--- src/verilog/pmrc_pkg.sv ---
// Constants and types for the power, reset and programming-entry control block.
// Assumes one system clock; the oscillator input is sampled as a synchronous level.
`default_nettype none
package pmrc_pkg;
  // ----------------------------------------------------------------
  // Timing and sizes
  // ----------------------------------------------------------------
  localparam int OSC_PER_MCYC = 12;
  localparam int RST_SAMPLES = 2;
  localparam int ENTRY_BITS = 10;
  localparam int ADDR_BITS = 11;
  localparam int ADDR_HI_BITS = 3;
  localparam int ANALOG_PINS = 5;
  // ----------------------------------------------------------------
  // Power control register fields and reset value
  // ----------------------------------------------------------------
  localparam int PWRCTL_IDLE_BIT = 0;
  localparam int PWRCTL_PDOWN_BIT = 1;
  localparam logic [1:0] PWRCTL_RESET = 2'h0;
  // Entry key: arbitrary value
  localparam logic [9:0] ENTRY_KEY_DEFAULT = 10'h2B5;
  // ----------------------------------------------------------------
  // Types
  // ----------------------------------------------------------------
  typedef enum logic [1:0] {
    PMRC_NORMAL = 2'h0,
    PMRC_IDLE = 2'h1,
    PMRC_PDOWN = 2'h3,
    PMRC_PROG = 2'h2
  } pmrc_mode_e;
  typedef struct packed {
    logic osc_prev;
    logic osc_div;
    logic [3:0] osc_cnt;
    logic rst_seen;
    logic int_rst;
    logic entry_open;
    logic [9:0] entry_sh;
    logic [3:0] entry_cnt;
    pmrc_mode_e mode;
    logic [1:0] pwr_ctl;
    logic [10:0] addr;
    logic vp_prev;
    logic mem_write;
    logic irq_wake;
    logic [7:0] p1_out;
    logic [7:0] p1_oe;
  } pmrc_state_s;
endpackage
`default_nettype wire

--- src/verilog/pmrc_top.sv ---
// Power-mode, reset and programming-entry controller for a small microcontroller.
// Assumes all inputs synchronous to clk_sys and the oscillator input much slower.
`timescale 1ns/1ps
`default_nettype none
module pmrc_top
  import pmrc_pkg::*;
#(
  parameter logic [9:0] ENTRY_KEY = ENTRY_KEY_DEFAULT
)
(
  // Clock and reset
  input wire logic clk_sys,
  input wire logic sys_rst,
  // Pins
  input wire logic oscillator_input,
  input wire logic reset_pin,
  input wire logic address_byte_select,
  input wire logic verify_program_select,
  input wire logic [7:0] port3_in,
  input wire logic [7:0] port1_in,
  output logic [7:0] port1_out,
  output logic [7:0] port1_oe,
  // Core side
  input wire logic [7:0] port1_latch,
  input wire logic [7:0] port1_dir,
  input wire logic adc_enable,
  input wire logic pwr_ctl_write,
  input wire logic [1:0] pwr_ctl_wdata,
  input wire logic instr_done,
  input wire logic irq_pending,
  output logic [1:0] power_control_register,
  output logic internal_reset,
  output logic clk_phase,
  output logic core_run,
  output logic adc_pwm_run,
  output logic timers_run,
  output logic osc_run,
  output logic state_retain,
  output logic ram_retain,
  output logic pwm_pin_enable,
  output logic idle_wake,
  output logic prog_mode,
  // Program memory
  output logic [10:0] mem_addr,
  input wire logic [7:0] mem_rdata,
  output logic [7:0] mem_wdata,
  output logic mem_write
);
  pmrc_state_s q;
  pmrc_state_s d;
  logic osc_edge;
  logic mcyc_tick;

  // ----------------------------------------------------------------
  // Oscillator edge, divider and machine cycle
  // ----------------------------------------------------------------
  // Oscillator halts in power-down, so no edges are counted there
  assign osc_edge = oscillator_input && !q.osc_prev && (q.mode != PMRC_PDOWN);
  assign mcyc_tick = osc_edge && (q.osc_cnt == 4'(OSC_PER_MCYC - 1));

  always_comb
  begin
    d = q;
    d.osc_prev = oscillator_input;
    d.mem_write = 1'b0;
    d.irq_wake = 1'b0;
    if (osc_edge)
    begin
      d.osc_div = !q.osc_div;
      d.osc_cnt = mcyc_tick ? 4'h0 : q.osc_cnt + 4'h1;
    end
    // Reset pin: one sample per machine cycle, two highs in a row
    if (mcyc_tick)
    begin
      d.rst_seen = reset_pin;
      if (reset_pin && q.rst_seen)
        d.int_rst = 1'b1;
      else if (!reset_pin)
        d.int_rst = 1'b0;
    end
    // Reset pin restarts a stopped oscillator, so act on its level
    if (q.mode == PMRC_PDOWN && reset_pin)
      d.int_rst = 1'b1;
    // ----------------------------------------------------------------
    // Power modes
    // ----------------------------------------------------------------
    if (pwr_ctl_write && q.mode == PMRC_NORMAL)
      d.pwr_ctl = pwr_ctl_wdata;
    unique case (q.mode)
      PMRC_NORMAL:
      begin
        // Request waits for its own instruction to finish
        if (instr_done && q.pwr_ctl[PWRCTL_PDOWN_BIT])
          d.mode = PMRC_PDOWN;
        else if (instr_done && q.pwr_ctl[PWRCTL_IDLE_BIT])
          d.mode = PMRC_IDLE;
      end
      PMRC_IDLE:
      begin
        if (irq_pending)
        begin
          d.mode = PMRC_NORMAL;
          d.pwr_ctl[PWRCTL_IDLE_BIT] = 1'b0;
          d.irq_wake = 1'b1;
        end
      end
      PMRC_PDOWN:
      begin
        // Interrupts deliberately ignored here
        d.mode = PMRC_PDOWN;
      end
      PMRC_PROG:
      begin
        if (!address_byte_select)
          d.addr[7:0] = port3_in;
        else
          d.addr[10:8] = port3_in[ADDR_HI_BITS-1:0];
        d.vp_prev = verify_program_select;
        // Program pulse on the falling edge of the select
        if (q.vp_prev && !verify_program_select)
          d.mem_write = 1'b1;
      end
    endcase
    // ----------------------------------------------------------------
    // Programming entry after reset release
    // ----------------------------------------------------------------
    if (q.int_rst && !d.int_rst)
    begin
      d.entry_open = 1'b1;
      d.entry_cnt = 4'h0;
    end
    else if (q.entry_open && osc_edge)
    begin
      // LSB first, strobed by the oscillator input
      d.entry_sh = {reset_pin, q.entry_sh[9:1]};
      d.entry_cnt = q.entry_cnt + 4'h1;
      if (q.entry_cnt == 4'(ENTRY_BITS - 1))
      begin
        d.entry_open = 1'b0;
        if ({reset_pin, q.entry_sh[9:1]} == ENTRY_KEY)
          d.mode = PMRC_PROG;
      end
    end
    // ----------------------------------------------------------------
    // Port 1 drive
    // ----------------------------------------------------------------
    if (q.mode == PMRC_PROG && verify_program_select)
    begin
      d.p1_out = mem_rdata;
      d.p1_oe = 8'hFF;
    end
    else if (q.mode == PMRC_PROG)
    begin
      d.p1_out = 8'h00;
      d.p1_oe = 8'h00;
    end
    else
    begin
      // Latched data keeps driving through idle and power-down
      d.p1_out = port1_latch;
      d.p1_oe = port1_dir;
      if (adc_enable)
        d.p1_oe[ANALOG_PINS-1:0] = '0;
    end
    if (q.int_rst)
    begin
      d.mode = PMRC_NORMAL;
      d.pwr_ctl = PWRCTL_RESET;
      // Keep the entry window that opens as internal reset releases
      d.entry_open = !d.int_rst;
    end
  end

  always_ff @(posedge clk_sys)
  begin
    if (sys_rst)
    begin
      q <= '0;
      q.mode <= PMRC_NORMAL;
      q.pwr_ctl <= PWRCTL_RESET;
      // Oscillator may already be high at release; no false edge then
      q.osc_prev <= 1'b1;
    end
    else
      q <= d;
  end

  // ----------------------------------------------------------------
  // Outputs
  // ----------------------------------------------------------------
  assign power_control_register = q.pwr_ctl;
  assign internal_reset = q.int_rst;
  assign clk_phase = q.osc_div;
  assign core_run = (q.mode == PMRC_NORMAL) && !q.int_rst;
  assign adc_pwm_run = (q.mode == PMRC_NORMAL);
  assign timers_run = (q.mode == PMRC_NORMAL) || (q.mode == PMRC_IDLE);
  assign osc_run = (q.mode != PMRC_PDOWN);
  // Core and special registers frozen, not cleared, while idle
  assign state_retain = (q.mode == PMRC_IDLE);
  assign ram_retain = (q.mode == PMRC_IDLE) || (q.mode == PMRC_PDOWN);
  assign pwm_pin_enable = (q.mode == PMRC_NORMAL);
  assign idle_wake = q.irq_wake;
  assign prog_mode = (q.mode == PMRC_PROG);
  assign port1_out = q.p1_out;
  assign port1_oe = q.p1_oe;
  assign mem_addr = q.addr;
  assign mem_wdata = port1_in;
  assign mem_write = q.mem_write;

  // ----------------------------------------------------------------
  // Checks
  // ----------------------------------------------------------------
  reset_two_samples_a: assert property (@(posedge clk_sys) disable iff (sys_rst)
    (mcyc_tick && reset_pin && q.rst_seen) |=> q.int_rst)
    else $error("reset not taken after two high samples");
  reset_one_sample_a: assert property (@(posedge clk_sys) disable iff (sys_rst)
    $rose(q.int_rst) |-> ($past(q.mode) == PMRC_PDOWN || $past(q.rst_seen)))
    else $error("reset asserted on a single sample");
  divider_toggle_a: assert property (@(posedge clk_sys) disable iff (sys_rst)
    osc_edge |=> (q.osc_div != $past(q.osc_div)))
    else $error("divider did not toggle");
  idle_after_instr_a: assert property (@(posedge clk_sys) disable iff (sys_rst)
    (q.mode == PMRC_NORMAL && !q.int_rst && !instr_done) |=> (q.mode != PMRC_IDLE))
    else $error("idle entered before instruction end");
  idle_wake_irq_a: assert property (@(posedge clk_sys) disable iff (sys_rst)
    (q.mode == PMRC_IDLE && irq_pending && !q.int_rst) |=> (q.mode == PMRC_NORMAL && idle_wake))
    else $error("idle not left on interrupt");
  pdown_hold_a: assert property (@(posedge clk_sys) disable iff (sys_rst)
    (q.mode == PMRC_PDOWN && !reset_pin && !q.int_rst) |=> (q.mode == PMRC_PDOWN))
    else $error("power-down left without reset");
  pdown_osc_a: assert property (@(posedge clk_sys) disable iff (sys_rst)
    (q.mode == PMRC_PDOWN) |-> (!osc_run && !osc_edge && ram_retain))
    else $error("oscillator running in power-down");
  analog_oe_a: assert property (@(posedge clk_sys) disable iff (sys_rst)
    (adc_enable && q.mode != PMRC_PROG) |=> (port1_oe[4:0] == 5'h00))
    else $error("analog pin driven while converter on");
  verify_drive_a: assert property (@(posedge clk_sys) disable iff (sys_rst)
    (q.mode == PMRC_PROG && verify_program_select && !q.int_rst) |=>
      (port1_oe == 8'hFF && port1_out == $past(mem_rdata)))
    else $error("verify data not driven");
  addr_high_a: assert property (@(posedge clk_sys) disable iff (sys_rst)
    (q.mode == PMRC_PROG && address_byte_select && !q.int_rst) |=>
      (mem_addr[10:8] == $past(port3_in[2:0]) && mem_addr[7:0] == $past(mem_addr[7:0])))
    else $error("high address byte not captured");
  idle_stops_a: assert property (@(posedge clk_sys) disable iff (sys_rst)
    (q.mode == PMRC_IDLE) |-> (!core_run && !adc_pwm_run && timers_run && !pwm_pin_enable))
    else $error("wrong units running in idle");
endmodule
`default_nettype wire

--- config.mk ---
export PLATFORM = sky130hd
export DESIGN_NAME = pmrc_top
export DESIGN_NICKNAME = d
export VERILOG_FILES = /design/src/verilog/pmrc_pkg.sv /design/src/verilog/pmrc_top.sv
export SDC_FILE = /design/constraint.sdc
export NUM_CORES = 1
export LEC_CHECK = 0
export BUFFER_PORTS_ARGS = -buffer_cell sky130_fd_sc_hd__buf_2
export CORE_MARGIN = 8
export CORE_UTILIZATION = 40
export DETAILED_ROUTE_END_ITERATION = 8
export MAX_ROUTING_LAYER = met4
export PLACE_DENSITY = 0.82
export RECOVER_POWER = 100
export SYNTH_ARGS = -nofsm -noshare
export SYNTH_HDL_FRONTEND = slang
export SYNTH_SLANG_ARGS = --single-unit
--- constraint.sdc ---
create_clock -name clk_sys -period 1.4 [get_ports clk_sys]
set_input_delay 0 -clock clk_sys [delete_from_list [all_inputs] [get_ports clk_sys]]
set_output_delay 0 -clock clk_sys [all_outputs]
set_load 0.03 [all_outputs]
==> impl_metrics.env, run 1 <==
export IMPL_timing_worst_setup_path_type="reg -> reg"
export IMPL_max_clock_freq_mhz=702
export IMPL_port_buffers=84
export IMPL_synth_seq_area_share=0.447
export IMPL_cp_depth=5
export IMPL_maxUsedRoutingLayer="met4"
export IMPL_via_count=2376
export IMPL_final_core_util=0.557
export IMPL_timing_clock_skew_ns=0.0101
export IMPL_multi_input_area_um2=1040
export IMPL_clock_sink_count=56
export IMPL_cts_root_buf="sky130_fd_sc_hd__clkbuf_8"
export IMPL_setup_repair_after_global_routing_missed_its_margin="yes"
export IMPL_timing_critical_path_arrival_ns=1.65
export IMPL_clock_tree_buffer_depth=2
export IMPL_critical_path_max_stage_delay_ns=0.39
export IMPL_detail_route_vias_per_cell=4.96
export IMPL_post_synth_inst_count=293
export IMPL_overflow=0
export IMPL_die_width_um=95.2
export IMPL_cts_htree_levels=2
export IMPL_final_hold_violation_count=0
export IMPL_clock_transition_at_the_registers_of_the_reported_paths_ns=0.11
export IMPL_timing_final_crit_share=1.02
export IMPL_ff2ff_path_depth=5
export IMPL_final_layout_size_suffix_gt1_frac=0.241
export IMPL_dieArea_um2=9050
export IMPL_synth_async_sr_flop_share=0
export IMPL_grt_start_max_net_pins=26
export IMPL_dp_final_hpwl_um=4490
export IMPL_flops_latches_synth=56
export IMPL_synth_enable_flop_cells=0
export IMPL_ys_warn_count=0
export IMPL_groute_usage_overall=0.150
export IMPL_num_rows=29
export IMPL_drtIter0Drc=102
export IMPL_antenna_found_initial=0
export IMPL_n_antenna_cell=0
export IMPL_layout_filler_cells=543
export IMPL_timing_critical_path_slowest_stage_cell="sky130_fd_sc_hd__dfxtp_4"
export IMPL_initial_core_utilization=0.404
export IMPL_grt_first_pass_wirelength_um=10700
export IMPL_seqCellArea_um2=1130
export IMPL_route_layer_met1_wl_um=2610
export IMPL_finalWorstPathRequiredPeriod_ns=1.43
export IMPL_area_growth_syn_to_layout_pct=37.9
export IMPL_grt_pass1_vias=2278
export IMPL_critPathBufInv=1
export IMPL_postLayoutSetupSlackWorst_ns=-0.0252
export IMPL_mappedNetlistArea_um2=2510
export IMPL_finalPower_mw=3.15
export IMPL_crit_required_ns=1.63
export IMPL_cts_inserted_buffers=5
export IMPL_setup_total_negative_slack_ns=-0.0252
export IMPL_critical_path_max_fanout=7
export IMPL_met3WireLength_um=583
export IMPL_dr_wl_met2_um=3670
export IMPL_tritoncts="yes"
export IMPL_ys_flop_type="sky130_fd_sc_hd__dfxtp_1"
export IMPL_holdPathStages=0
export IMPL_failed_checks="negative setup slack"
export IMPL_timing_slew_headroom=0.711
export IMPL_dp_slack_ns=-0.0257
export IMPL_fp_dieH_um=95.2
export IMPL_worst_hold_path_type="in -> out"
export IMPL_routed_wire_length_per_instance_um=14.7
export IMPL_clock_latency_ns=0.31
export IMPL_cp_start_kind="register"
export IMPL_detail_route_drc_violations=0
export IMPL_timing_max_cap_violations=0
export IMPL_setup_viol_count_final=1
export IMPL_coreArea_um2=6200
export IMPL_report_final_slew_viol_count=0
export IMPL_p_leak_nw=1.42
export IMPL_timing_critical_path_cells="and2_4 -> clkbuf_2 -> nor2_2 -> a21o_1 -> a311oi_2"
export IMPL_avgSynthCellArea_um2=8.55
export IMPL_syn_nets=348
export IMPL_ios=101
export IMPL_drt_first_pass_iters=4
export IMPL_powerDensity_nw_per_um2=912
export IMPL_post_synth_num_cell_types=44
export IMPL_globalplace_congestion=0.823
export IMPL_max_slew_worst_pin_slew_ns=0.435
export IMPL_outcome="complete, but fails checks"
export IMPL_drt_total_wl_um=7030
export IMPL_irDropWorstVdd_mv=0.449
export IMPL_detail_route_antenna_nets=0
export IMPL_nets=456
export IMPL_end_kind="register"
export IMPL_critical_path_top_delay_family="compound AO/OA/AOI/OAI gates"
-- worst paths after layout --
| path | from | slack, ns | to |
|---|---|---|---|
| setup / recovery | q[33]$_SDFF_PP0_ | -0.03 | q[35]$_SDFFE_PP0P_ |
| setup reg to reg | q[33]$_SDFF_PP0_ | -0.03 | q[35]$_SDFFE_PP0P_ |
| hold reg to reg | mem_addr[9]$_SDFFE_PP0P_ | 0.47 | mem_addr[9]$_SDFFE_PP0P_ |
| hold / removal | port1_in[7] | 0.00001 | mem_wdata[7] |
-- layout by cell type, fill, tap and decap left out, types with 2 or more instances in the layout --
cell type	n
sky130_fd_sc_hd__a311oi_2	2
sky130_fd_sc_hd__nand2_1	29
sky130_fd_sc_hd__nand4_1	3
sky130_fd_sc_hd__ha_1	2
sky130_fd_sc_hd__nand3_1	17
sky130_fd_sc_hd__buf_6	4
sky130_fd_sc_hd__buf_2	45
sky130_fd_sc_hd__mux2i_1	9
sky130_fd_sc_hd__dfxtp_2	2
sky130_fd_sc_hd__clkbuf_8	5
sky130_fd_sc_hd__buf_4	15
sky130_fd_sc_hd__buf_12	2
sky130_fd_sc_hd__nand2b_1	7
sky130_fd_sc_hd__dfxtp_4	2
sky130_fd_sc_hd__xnor2_1	2
sky130_fd_sc_hd__nor4bb_1	2
sky130_fd_sc_hd__nor4_1	2
sky130_fd_sc_hd__inv_8	2
sky130_fd_sc_hd__dlygate4sd3_1	44
sky130_fd_sc_hd__nand3b_1	2
sky130_fd_sc_hd__clkbuf_2	4
sky130_fd_sc_hd__dfxtp_1	52
sky130_fd_sc_hd__inv_1	4
sky130_fd_sc_hd__clkbuf_1	39
sky130_fd_sc_hd__nor2_1	31
sky130_fd_sc_hd__o21ai_0	10
sky130_fd_sc_hd__nor3_1	3
sky130_fd_sc_hd__a31oi_1	3
sky130_fd_sc_hd__xor2_1	2
sky130_fd_sc_hd__a21oi_1	31
-- through the flow --
stage               area (um^2)  hold WS (ns)  instances
CTS                        3400      0.000222        472
global route               3460     0.0000824        479
floorplan                  2520         0.104        293
global placement           2820      0.000222        419
detailed placement         2820      0.000222        419
finish                     3460     0.0000132        479
-- per-layer routing --
layer	global-route usage	up-vias
met4	0.0611	0
met3	0.0323	13
li1	-	1169
met5	-	-
met1	0.153	1105
met2	0.272	89
-- timing repair --
| item | in CTS | in global routing |
|---|---|---|
| setup buffers | 0 | 6 |
| gates resized for setup | 10 | 8 |
| gates cloned | 1 | 1 |
| pin swaps | 1 | 10 |
| hold buffers | 44 | 0 |
| endpoints found under the setup margin | 10 | 27 |
| hold endpoints to repair | 35 | 0 |
-- cells by family after synthesis --
family | synth area share
xor gates and xnor gates | 0.0140
muxes | 0.0359
adders and majority gates | 0.0150
DFF | 0.447
and+or+nand+nor | 0.212
AOI/OAI and AO/OA | 0.120
buffers and inverters | 0.156
-- synth_stat cells, drive strengths merged, types with 2 or more instances --
master  instances  share of area
dfxtp          56           0.45
buf            42           0.13
nor2           32          0.049
a21oi          31          0.062
nand2          30          0.048
nand3          17          0.034
clkbuf         12          0.019
o21ai          10          0.020
mux2i           9          0.036
nand2b          7          0.017
inv             5         0.0095
a31oi           3         0.0075
ha              3          0.015
nand4           3         0.0075
nor3            3         0.0060
nor4            3         0.0075
a311oi          2         0.0070
nand3b          2         0.0060
nor4bb          2         0.0080
xnor2           2         0.0070
xor2            2         0.0070
-- registers in the layout, indices dropped and copies added (netlist names) --
name,cells
internal_reset,1
idle_wake,1
clk_phase,1
port1_oe,8
q,23
mem_addr,11
port1_out,8
power_control_register,2
mem_write,1
-- area by class of cell --
cell class,count,area share
multi-input cells,177,0.301
flip-flops and latches,56,0.327
well taps,77,0.0279
repair buffers,155,0.307
clock inverters,3,0.00796
clock buffers,5,0.0199
inverters,6,0.00869
-- power by group --
group	switching, mW	total [mW]	internal [mW]
combinational	0.320	0.563	0.243
sequential	0.0251	1.67	1.64
clock	0.553	0.922	0.368
No activity file was read; power rests on OpenSTA's default activity.
==> run 2, diff against run 1 <==
Settings changed: PLACE_DENSITY 0.82 to 0.79.
Clock period 1.4 ns to 1.36 ns, I/O delays scaled along.
==> run 2 against run 1 <==
  * The flow still finishes with violations (negative setup slack)
  * Wire length decreased by 3.0%
  * Worst hold slack is essentially flat
  * First-iteration DRC count fell by 18%
  * Combinational power increased by 3%
  * Total power is 2.5% higher
  * Non-clock buffer count down 3
  * Cell area is 0.25% lower
  * Setup slack improved by 0.0065 ns
  * Core utilization is 0.14 points lower
  * Flip-flop and latch count stayed put
  * Global-route usage is 0.21 points lower
  * Sequential share of layout area about the same
==> impl_metrics.env, run 2 (same netlist as run 1, synthesis figures left out) <==
export IMPL_timing_critical_path_from="q[52]$_SDFFE_PP0P_"
export IMPL_grt_first_pass_wirelength_um=10500
export IMPL_initial_core_utilization=0.404
export IMPL_worst_hold_path_type="in -> out"
export IMPL_flip_flop_count_of_the_largest_register_after_layout=23
export IMPL_layout_filler_cells=557
export IMPL_worstHoldStart="port1_in[1]"
export IMPL_met2_usage=0.259
export IMPL_antenna_found_initial=1
export IMPL_area_growth_syn_to_layout_pct=37.6
export IMPL_dp_final_hpwl_um=4390
export IMPL_groute_usage_overall=0.148
export IMPL_coreArea_um2=6200
export IMPL_setup_repair_after_global_routing_missed_its_margin="yes"
export IMPL_routed_wire_length_per_instance_um=14.3
export IMPL_ff2ff_path_depth=6
export IMPL_timing_critical_path_slowest_stage_cell="sky130_fd_sc_hd__dfxtp_2"
export IMPL_powerDensity_nw_per_um2=937
export IMPL_design_area_um2=3450
export IMPL_holdPathStages=0
export IMPL_final_hold_violation_count=0
export IMPL_detail_route_antenna_nets=0
export IMPL_drtIter0Drc=84
export IMPL_timing_clock_skew_ns=0.0130
export IMPL_tritoncts="yes"
export IMPL_drt_first_pass_iters=4
export IMPL_setup_viol_count_final=4
export IMPL_grt_start_max_net_pins=25
export IMPL_grt_util_met3=0.0307
export IMPL_p_leak_nw=1.43
export IMPL_global_route_usage_met1=0.158
export IMPL_dpl_instance_area_um2=2830
export IMPL_overflow=0
export IMPL_worstReg2RegEnd="q[43]$_SDFFE_PP0P_"
export IMPL_cts_htree_levels=2
export IMPL_final_layout_size_suffix_gt1_frac=0.268
export IMPL_max_slew_worst_pin_slew_ns=0.409
export IMPL_drt_total_wl_um=6820
export IMPL_multi_input_area_um2=1050
export IMPL_final_core_util=0.556
export IMPL_fp_dieH_um=95.2
export IMPL_dieArea_um2=9050
export IMPL_cts_inserted_buffers=5
export IMPL_port_buffers=84
export IMPL_via_count=2301
export IMPL_cp_endpoint="q[43]$_SDFFE_PP0P_"
export IMPL_postLayoutSetupSlackWorst_ns=-0.0187
export IMPL_critical_path_max_fanout=4
export IMPL_grt_pass1_vias=2317
export IMPL_clock_sink_count=56
export IMPL_timing_worst_setup_path_type="reg -> reg"
export IMPL_timing_critical_path_arrival_ns=1.58
export IMPL_failed_checks="negative setup slack"
export IMPL_detail_route_drc_violations=0
export IMPL_finalWorstPathRequiredPeriod_ns=1.38
export IMPL_num_rows=29
export IMPL_cts_root_buf="sky130_fd_sc_hd__clkbuf_8"
export IMPL_origin_of_the_critical_flop_to_flop_path="q[52]$_SDFFE_PP0P_"
export IMPL_largest_register="q"
export IMPL_irDropWorstVdd_mv=0.506
export IMPL_max_clock_freq_mhz=725
export IMPL_clock_transition_at_the_registers_of_the_reported_paths_ns=0.10
export IMPL_crit_required_ns=1.56
export IMPL_report_final_slew_viol_count=0
export IMPL_clock_tree_buffer_depth=2
export IMPL_outcome="complete, but fails checks"
export IMPL_layer_carrying_the_most_global_route_usage="met2"
export IMPL_mostFrequentLayoutCells="sky130_fd_sc_hd__dfxtp_1, sky130_fd_sc_hd__buf_2, sky130_fd_sc_hd__dlygate4sd3_1, sky130_fd_sc_hd__clkbuf_1, sky130_fd_sc_hd__nor2_1"
export IMPL_die_width_um=95.2
export IMPL_finalPower_mw=3.23
export IMPL_clock_latency_ns=0.31
export IMPL_dp_slack_ns=-0.0620
export IMPL_timing_slew_headroom=0.729
export IMPL_timing_final_crit_share=1.01
export IMPL_cp_start_kind="register"
export IMPL_reg2reg_setup_slack_ns=-0.02
export IMPL_nets=453
export IMPL_ios=101
export IMPL_seqCellArea_um2=1130
export IMPL_globalplace_congestion=0.883
export IMPL_detail_route_vias_per_cell=4.82
export IMPL_timing_max_cap_violations=0
export IMPL_critical_path_max_stage_delay_ns=0.36
export IMPL_end_kind="register"
export IMPL_timing_critical_path_cells="ha_4 -> nand3b_1 -> o2111ai_2 -> buf_4 -> mux2i_1 -> nor2_1"
-- run 2: cell count changes in the layout (fill, tap and decap cells not counted), moves of 2 or more --
cell,delta
sky130_fd_sc_hd__dfxtp_2,+2
sky130_fd_sc_hd__buf_4,+5
sky130_fd_sc_hd__buf_2,+6
sky130_fd_sc_hd__a21oi_1,-2
sky130_fd_sc_hd__a21oi_2,+2
sky130_fd_sc_hd__buf_6,-2
sky130_fd_sc_hd__clkbuf_1,-7
sky130_fd_sc_hd__clkbuf_2,-4
-- run 2: worst max-delay path, delay by kind of cell (launching register included) --
| family | cells | cell delay (ns) |
|---|---|---|
| fa+ha+maj | 1 | 0.13 |
| buf+inv | 1 | 0.20 |
| mux | 1 | 0.19 |
| simple gates | 2 | 0.16 |
| compound gates | 1 | 0.24 |
| flops | 1 | 0.36 |
-- run 2: timing repair --
item | 4_1_cts | 5_1_grt
buffers inserted | 0 | 4
pin swaps | 0 | 1
gates cloned | 1 | 1
resized for setup | 10 | 9
endpoints found under the hold margin | 34 | 0
hold buffers | 44 | 0
setup endpoints to repair | 17 | 25
-- run 2: cell type report --
type	instances	share of cell area
tap	77	0.0279
timing repair buffer	152	0.304
antenna	1	0.000726
sequential	56	0.328
clock buffer	5	0.0200
inverter	6	0.00871
multi-input combinational	177	0.305
clock inverter	3	0.00617
-- run 2: power by group --
part	internal (mW)	switching (mW)
Combinational	0.256	0.326
Clock	0.367	0.561
Sequential	1.69	0.0270
-- run 2: how the worst min path moves through the flow --
stage	slack, ns	endpoint
final	0.00001	mem_wdata[1]
after global routing	0.00004	mem_wdata[3]
after CTS	0.0002	mem_wdata[5]
after detailed placement	0.0002	mem_wdata[5]
after global placement	0.0002	mem_wdata[5]
after floorplan	0.10	q[56]$_SDFF_PP1_
-- run 2: stage by stage --
stage / TNS [ns] / hold WS [ns] / cells
3_3_place_gp: 0 / 0.000205 / 418
5_1_grt: -0.925 / 0.0000434 / 477
3_5_place_dp: -0.323 / 0.000205 / 418
2_1_floorplan: -0.00123 / 0.104 / 293
4_1_cts: -0.00448 / 0.000205 / 471
6_report: -0.0414 / 0.00000997 / 477
-- run 2: per-layer routing --
layer	vias to the layer above	wire length (um)	part of all wire
met1	1063	2700	0.40
met2	60	3510	0.51
li1	1162	-	-
met3	16	482	0.071
met4	0	128	0.019
met5	-	0	0
==> run 3, diff against run 2 <==
Settings changed: PLACE_DENSITY 0.79 to 0.82, SKIP_CTS_REPAIR_TIMING from default to 1.
Clock period 1.36 ns to 1.2 ns, I/O delays scaled along.
==> run 3 against run 2 <==
  * The flow finishes with violations (negative hold slack, negative setup slack)
  * Cell count is 2.5% higher
  * Largest cell class is now multi-input gates
  * Cell area is 9.8% higher
  * Global-route usage is 1.2 points lower
  * Clock-buffer cell count stayed put
  * Sequential share of layout area is 3.0 points lower
  * Register-to-register slack worse by 0.14 ns
==> impl_metrics.env, run 3 (same netlist as run 1, synthesis figures left out) <==
export IMPL_outcome="complete, but fails checks"
export IMPL_failed_checks="negative hold slack, negative setup slack"
export IMPL_max_slew_worst_pin_slew_ns=0.408
export IMPL_largest_register="q"
export IMPL_setup_viol_count_final=48
export IMPL_timing_clock_skew_ns=0.00857
export IMPL_drt_first_pass_iters=4
export IMPL_setup_repair_after_global_routing_missed_its_margin="yes"
export IMPL_detail_route_drc_violations=0
export IMPL_grt_start_max_net_pins=21
export IMPL_num_rows=29
export IMPL_reg2reg_setup_slack_ns=-0.16
export IMPL_via_count=2473
export IMPL_initial_core_utilization=0.404
export IMPL_nets=466
export IMPL_globalplace_congestion=0.814
export IMPL_final_layout_size_suffix_gt1_frac=0.403
export IMPL_grt_pass1_vias=2167
export IMPL_worst_hold_path_type="in -> reg"
export IMPL_clock_tree_buffer_depth=2
export IMPL_origin_of_the_critical_flop_to_flop_path="q[51]$_SDFFE_PP0P_"
export IMPL_drt_total_wl_um=7830
export IMPL_p_leak_nw=1.55
export IMPL_clock_sink_count=56
export IMPL_port_buffers=84
export IMPL_clock_latency_ns=0.31
export IMPL_cts_htree_levels=2
export IMPL_finalWorstPathRequiredPeriod_ns=1.36
export IMPL_timing_max_cap_violations=0
export IMPL_powerDensity_nw_per_um2=1000
export IMPL_timing_final_crit_share=1.13
export IMPL_overflow=0
export IMPL_groute_usage_overall=0.136
export IMPL_finalPower_mw=3.81
export IMPL_routed_wire_length_per_instance_um=16.0
export IMPL_detail_route_vias_per_cell=5.06
export IMPL_irDropWorstVdd_mv=0.645
export IMPL_timing_worst_setup_path_type="reg -> reg"
export IMPL_cts_root_buf="sky130_fd_sc_hd__clkbuf_8"
export IMPL_tritoncts="yes"
export IMPL_whs_ns=-0.0135
export IMPL_clock_transition_at_the_registers_of_the_reported_paths_ns=0.11
export IMPL_report_final_slew_viol_count=0
export IMPL_cp_endpoint="q[35]$_SDFFE_PP0P_"
export IMPL_mostFrequentLayoutCells="sky130_fd_sc_hd__dfxtp_1, sky130_fd_sc_hd__buf_2, sky130_fd_sc_hd__dlygate4sd3_1, sky130_fd_sc_hd__clkbuf_1, sky130_fd_sc_hd__buf_4"
export IMPL_crit_required_ns=1.43
export IMPL_antenna_found_initial=0
export IMPL_end_kind="register"
export IMPL_flip_flop_count_of_the_largest_register_after_layout=23
export IMPL_fp_dieH_um=95.2
export IMPL_design_area_um2=3790
export IMPL_area_growth_syn_to_layout_pct=51.1
export IMPL_n_antenna_cell=0
export IMPL_coreArea_um2=6200
export IMPL_most_common_cell_after_layout_fill_and_taps_aside="sky130_fd_sc_hd__dfxtp_1"
export IMPL_layout_filler_cells=509
export IMPL_detail_route_antenna_nets=0
export IMPL_max_clock_freq_mhz=736
export IMPL_final_hold_violation_count=3
export IMPL_postLayoutSetupSlackWorst_ns=-0.158
export IMPL_grt_first_pass_wirelength_um=9780
export IMPL_die_width_um=95.2
export IMPL_worstReg2RegEnd="q[35]$_SDFFE_PP0P_"
export IMPL_ff2ff_path_depth=7
export IMPL_dieArea_um2=9050
export IMPL_dpl_instance_area_um2=2960
export IMPL_drtIter0Drc=93
export IMPL_holdPathStages=3
export IMPL_timing_critical_path_arrival_ns=1.59
export IMPL_cp_start_kind="register"
export IMPL_cts_inserted_buffers=5
export IMPL_dp_final_hpwl_um=4620
export IMPL_timing_critical_path_from="q[51]$_SDFFE_PP0P_"
export IMPL_ios=101
export IMPL_timing_slew_headroom=0.729
export IMPL_critical_path_max_fanout=4
-- run 3: cell count changes in the layout (fill, tap and decap cells not counted), moves of 8 or more --
cell                            delta
sky130_fd_sc_hd__dlygate4sd3_1     -8
sky130_fd_sc_hd__buf_2             -9
sky130_fd_sc_hd__a21oi_2          +11
sky130_fd_sc_hd__buf_4            +12
sky130_fd_sc_hd__buf_6            +11
sky130_fd_sc_hd__a21oi_1          -11
-- run 3: metrics by stage --
stage	util	hold WS, ns	TNS, ns	setup slack [ns]	instances
after floorplan	-	0.104	-1.09	-0.121	293
after global placement	0.477	0.000205	-1.63	-0.107	430
after detailed placement	0.477	0.000205	-2.57	-0.164	430
after CTS	0.493	-0.123	-3.49	-0.233	438
after global routing	0.610	0.0000434	-7.78	-0.238	489
final	0.610	-0.0135	-4.05	-0.158	489
-- run 3: how the worst min path moves through the flow --
stage,start,to,slack [ns]
detailed placement,port1_in[0],mem_wdata[0],0.0002
finish,pwr_ctl_wdata[1],power_control_register[1]$_SDFFE_PP0P_,-0.01
CTS,port1_dir[5],port1_oe[5]$_SDFF_PP0_,-0.12
global placement,port1_in[0],mem_wdata[0],0.0002
global route,port1_in[2],mem_wdata[2],0.00004
floorplan,oscillator_input,q[56]$_SDFF_PP1_,0.10
-- run 3: final cells by class --
| class | count | area, um^2 | share of cell area |
|---|---|---|---|
| sequential | 56 | 1130 | 0.298 |
| tap | 77 | 96.3 | 0.0254 |
| clock buffer | 5 | 68.8 | 0.0182 |
| timing repair inverter | 1 | 8.76 | 0.00231 |
| multi-input combinational | 177 | 1230 | 0.325 |
| clock inverter | 3 | 27.5 | 0.00727 |
| timing repair buffer | 164 | 1180 | 0.311 |
| inverter | 6 | 46.3 | 0.0122 |
-- run 3: critical path: stages, from the launching register on --
cell and delay [ns]:
sky130_fd_sc_hd__dfxtp_2 0.35, sky130_fd_sc_hd__ha_4 0.15, sky130_fd_sc_hd__nand3b_1 0.11, sky130_fd_sc_hd__buf_4 0.12, sky130_fd_sc_hd__buf_6 0.11, sky130_fd_sc_hd__nor2_2 0.04
sky130_fd_sc_hd__a21o_1 0.20, sky130_fd_sc_hd__a311oi_2 0.20
-- run 3: metal layers --
metal  GRT usage  vias up  routed length [um]
met1       0.139     1184                2900
met2       0.239       85                4190
met3      0.0472       16                 603
met5           -        -                   0
met4      0.0403        0                 138
li1            -     1188                   -
-- run 3: power breakdown --
part	internal [mW]	switching [mW]	total, mW
Clock	0.430	0.646	1.08
Sequential	1.92	0.0298	1.95
Combinational	0.344	0.435	0.779
Total	2.69	1.11	3.81
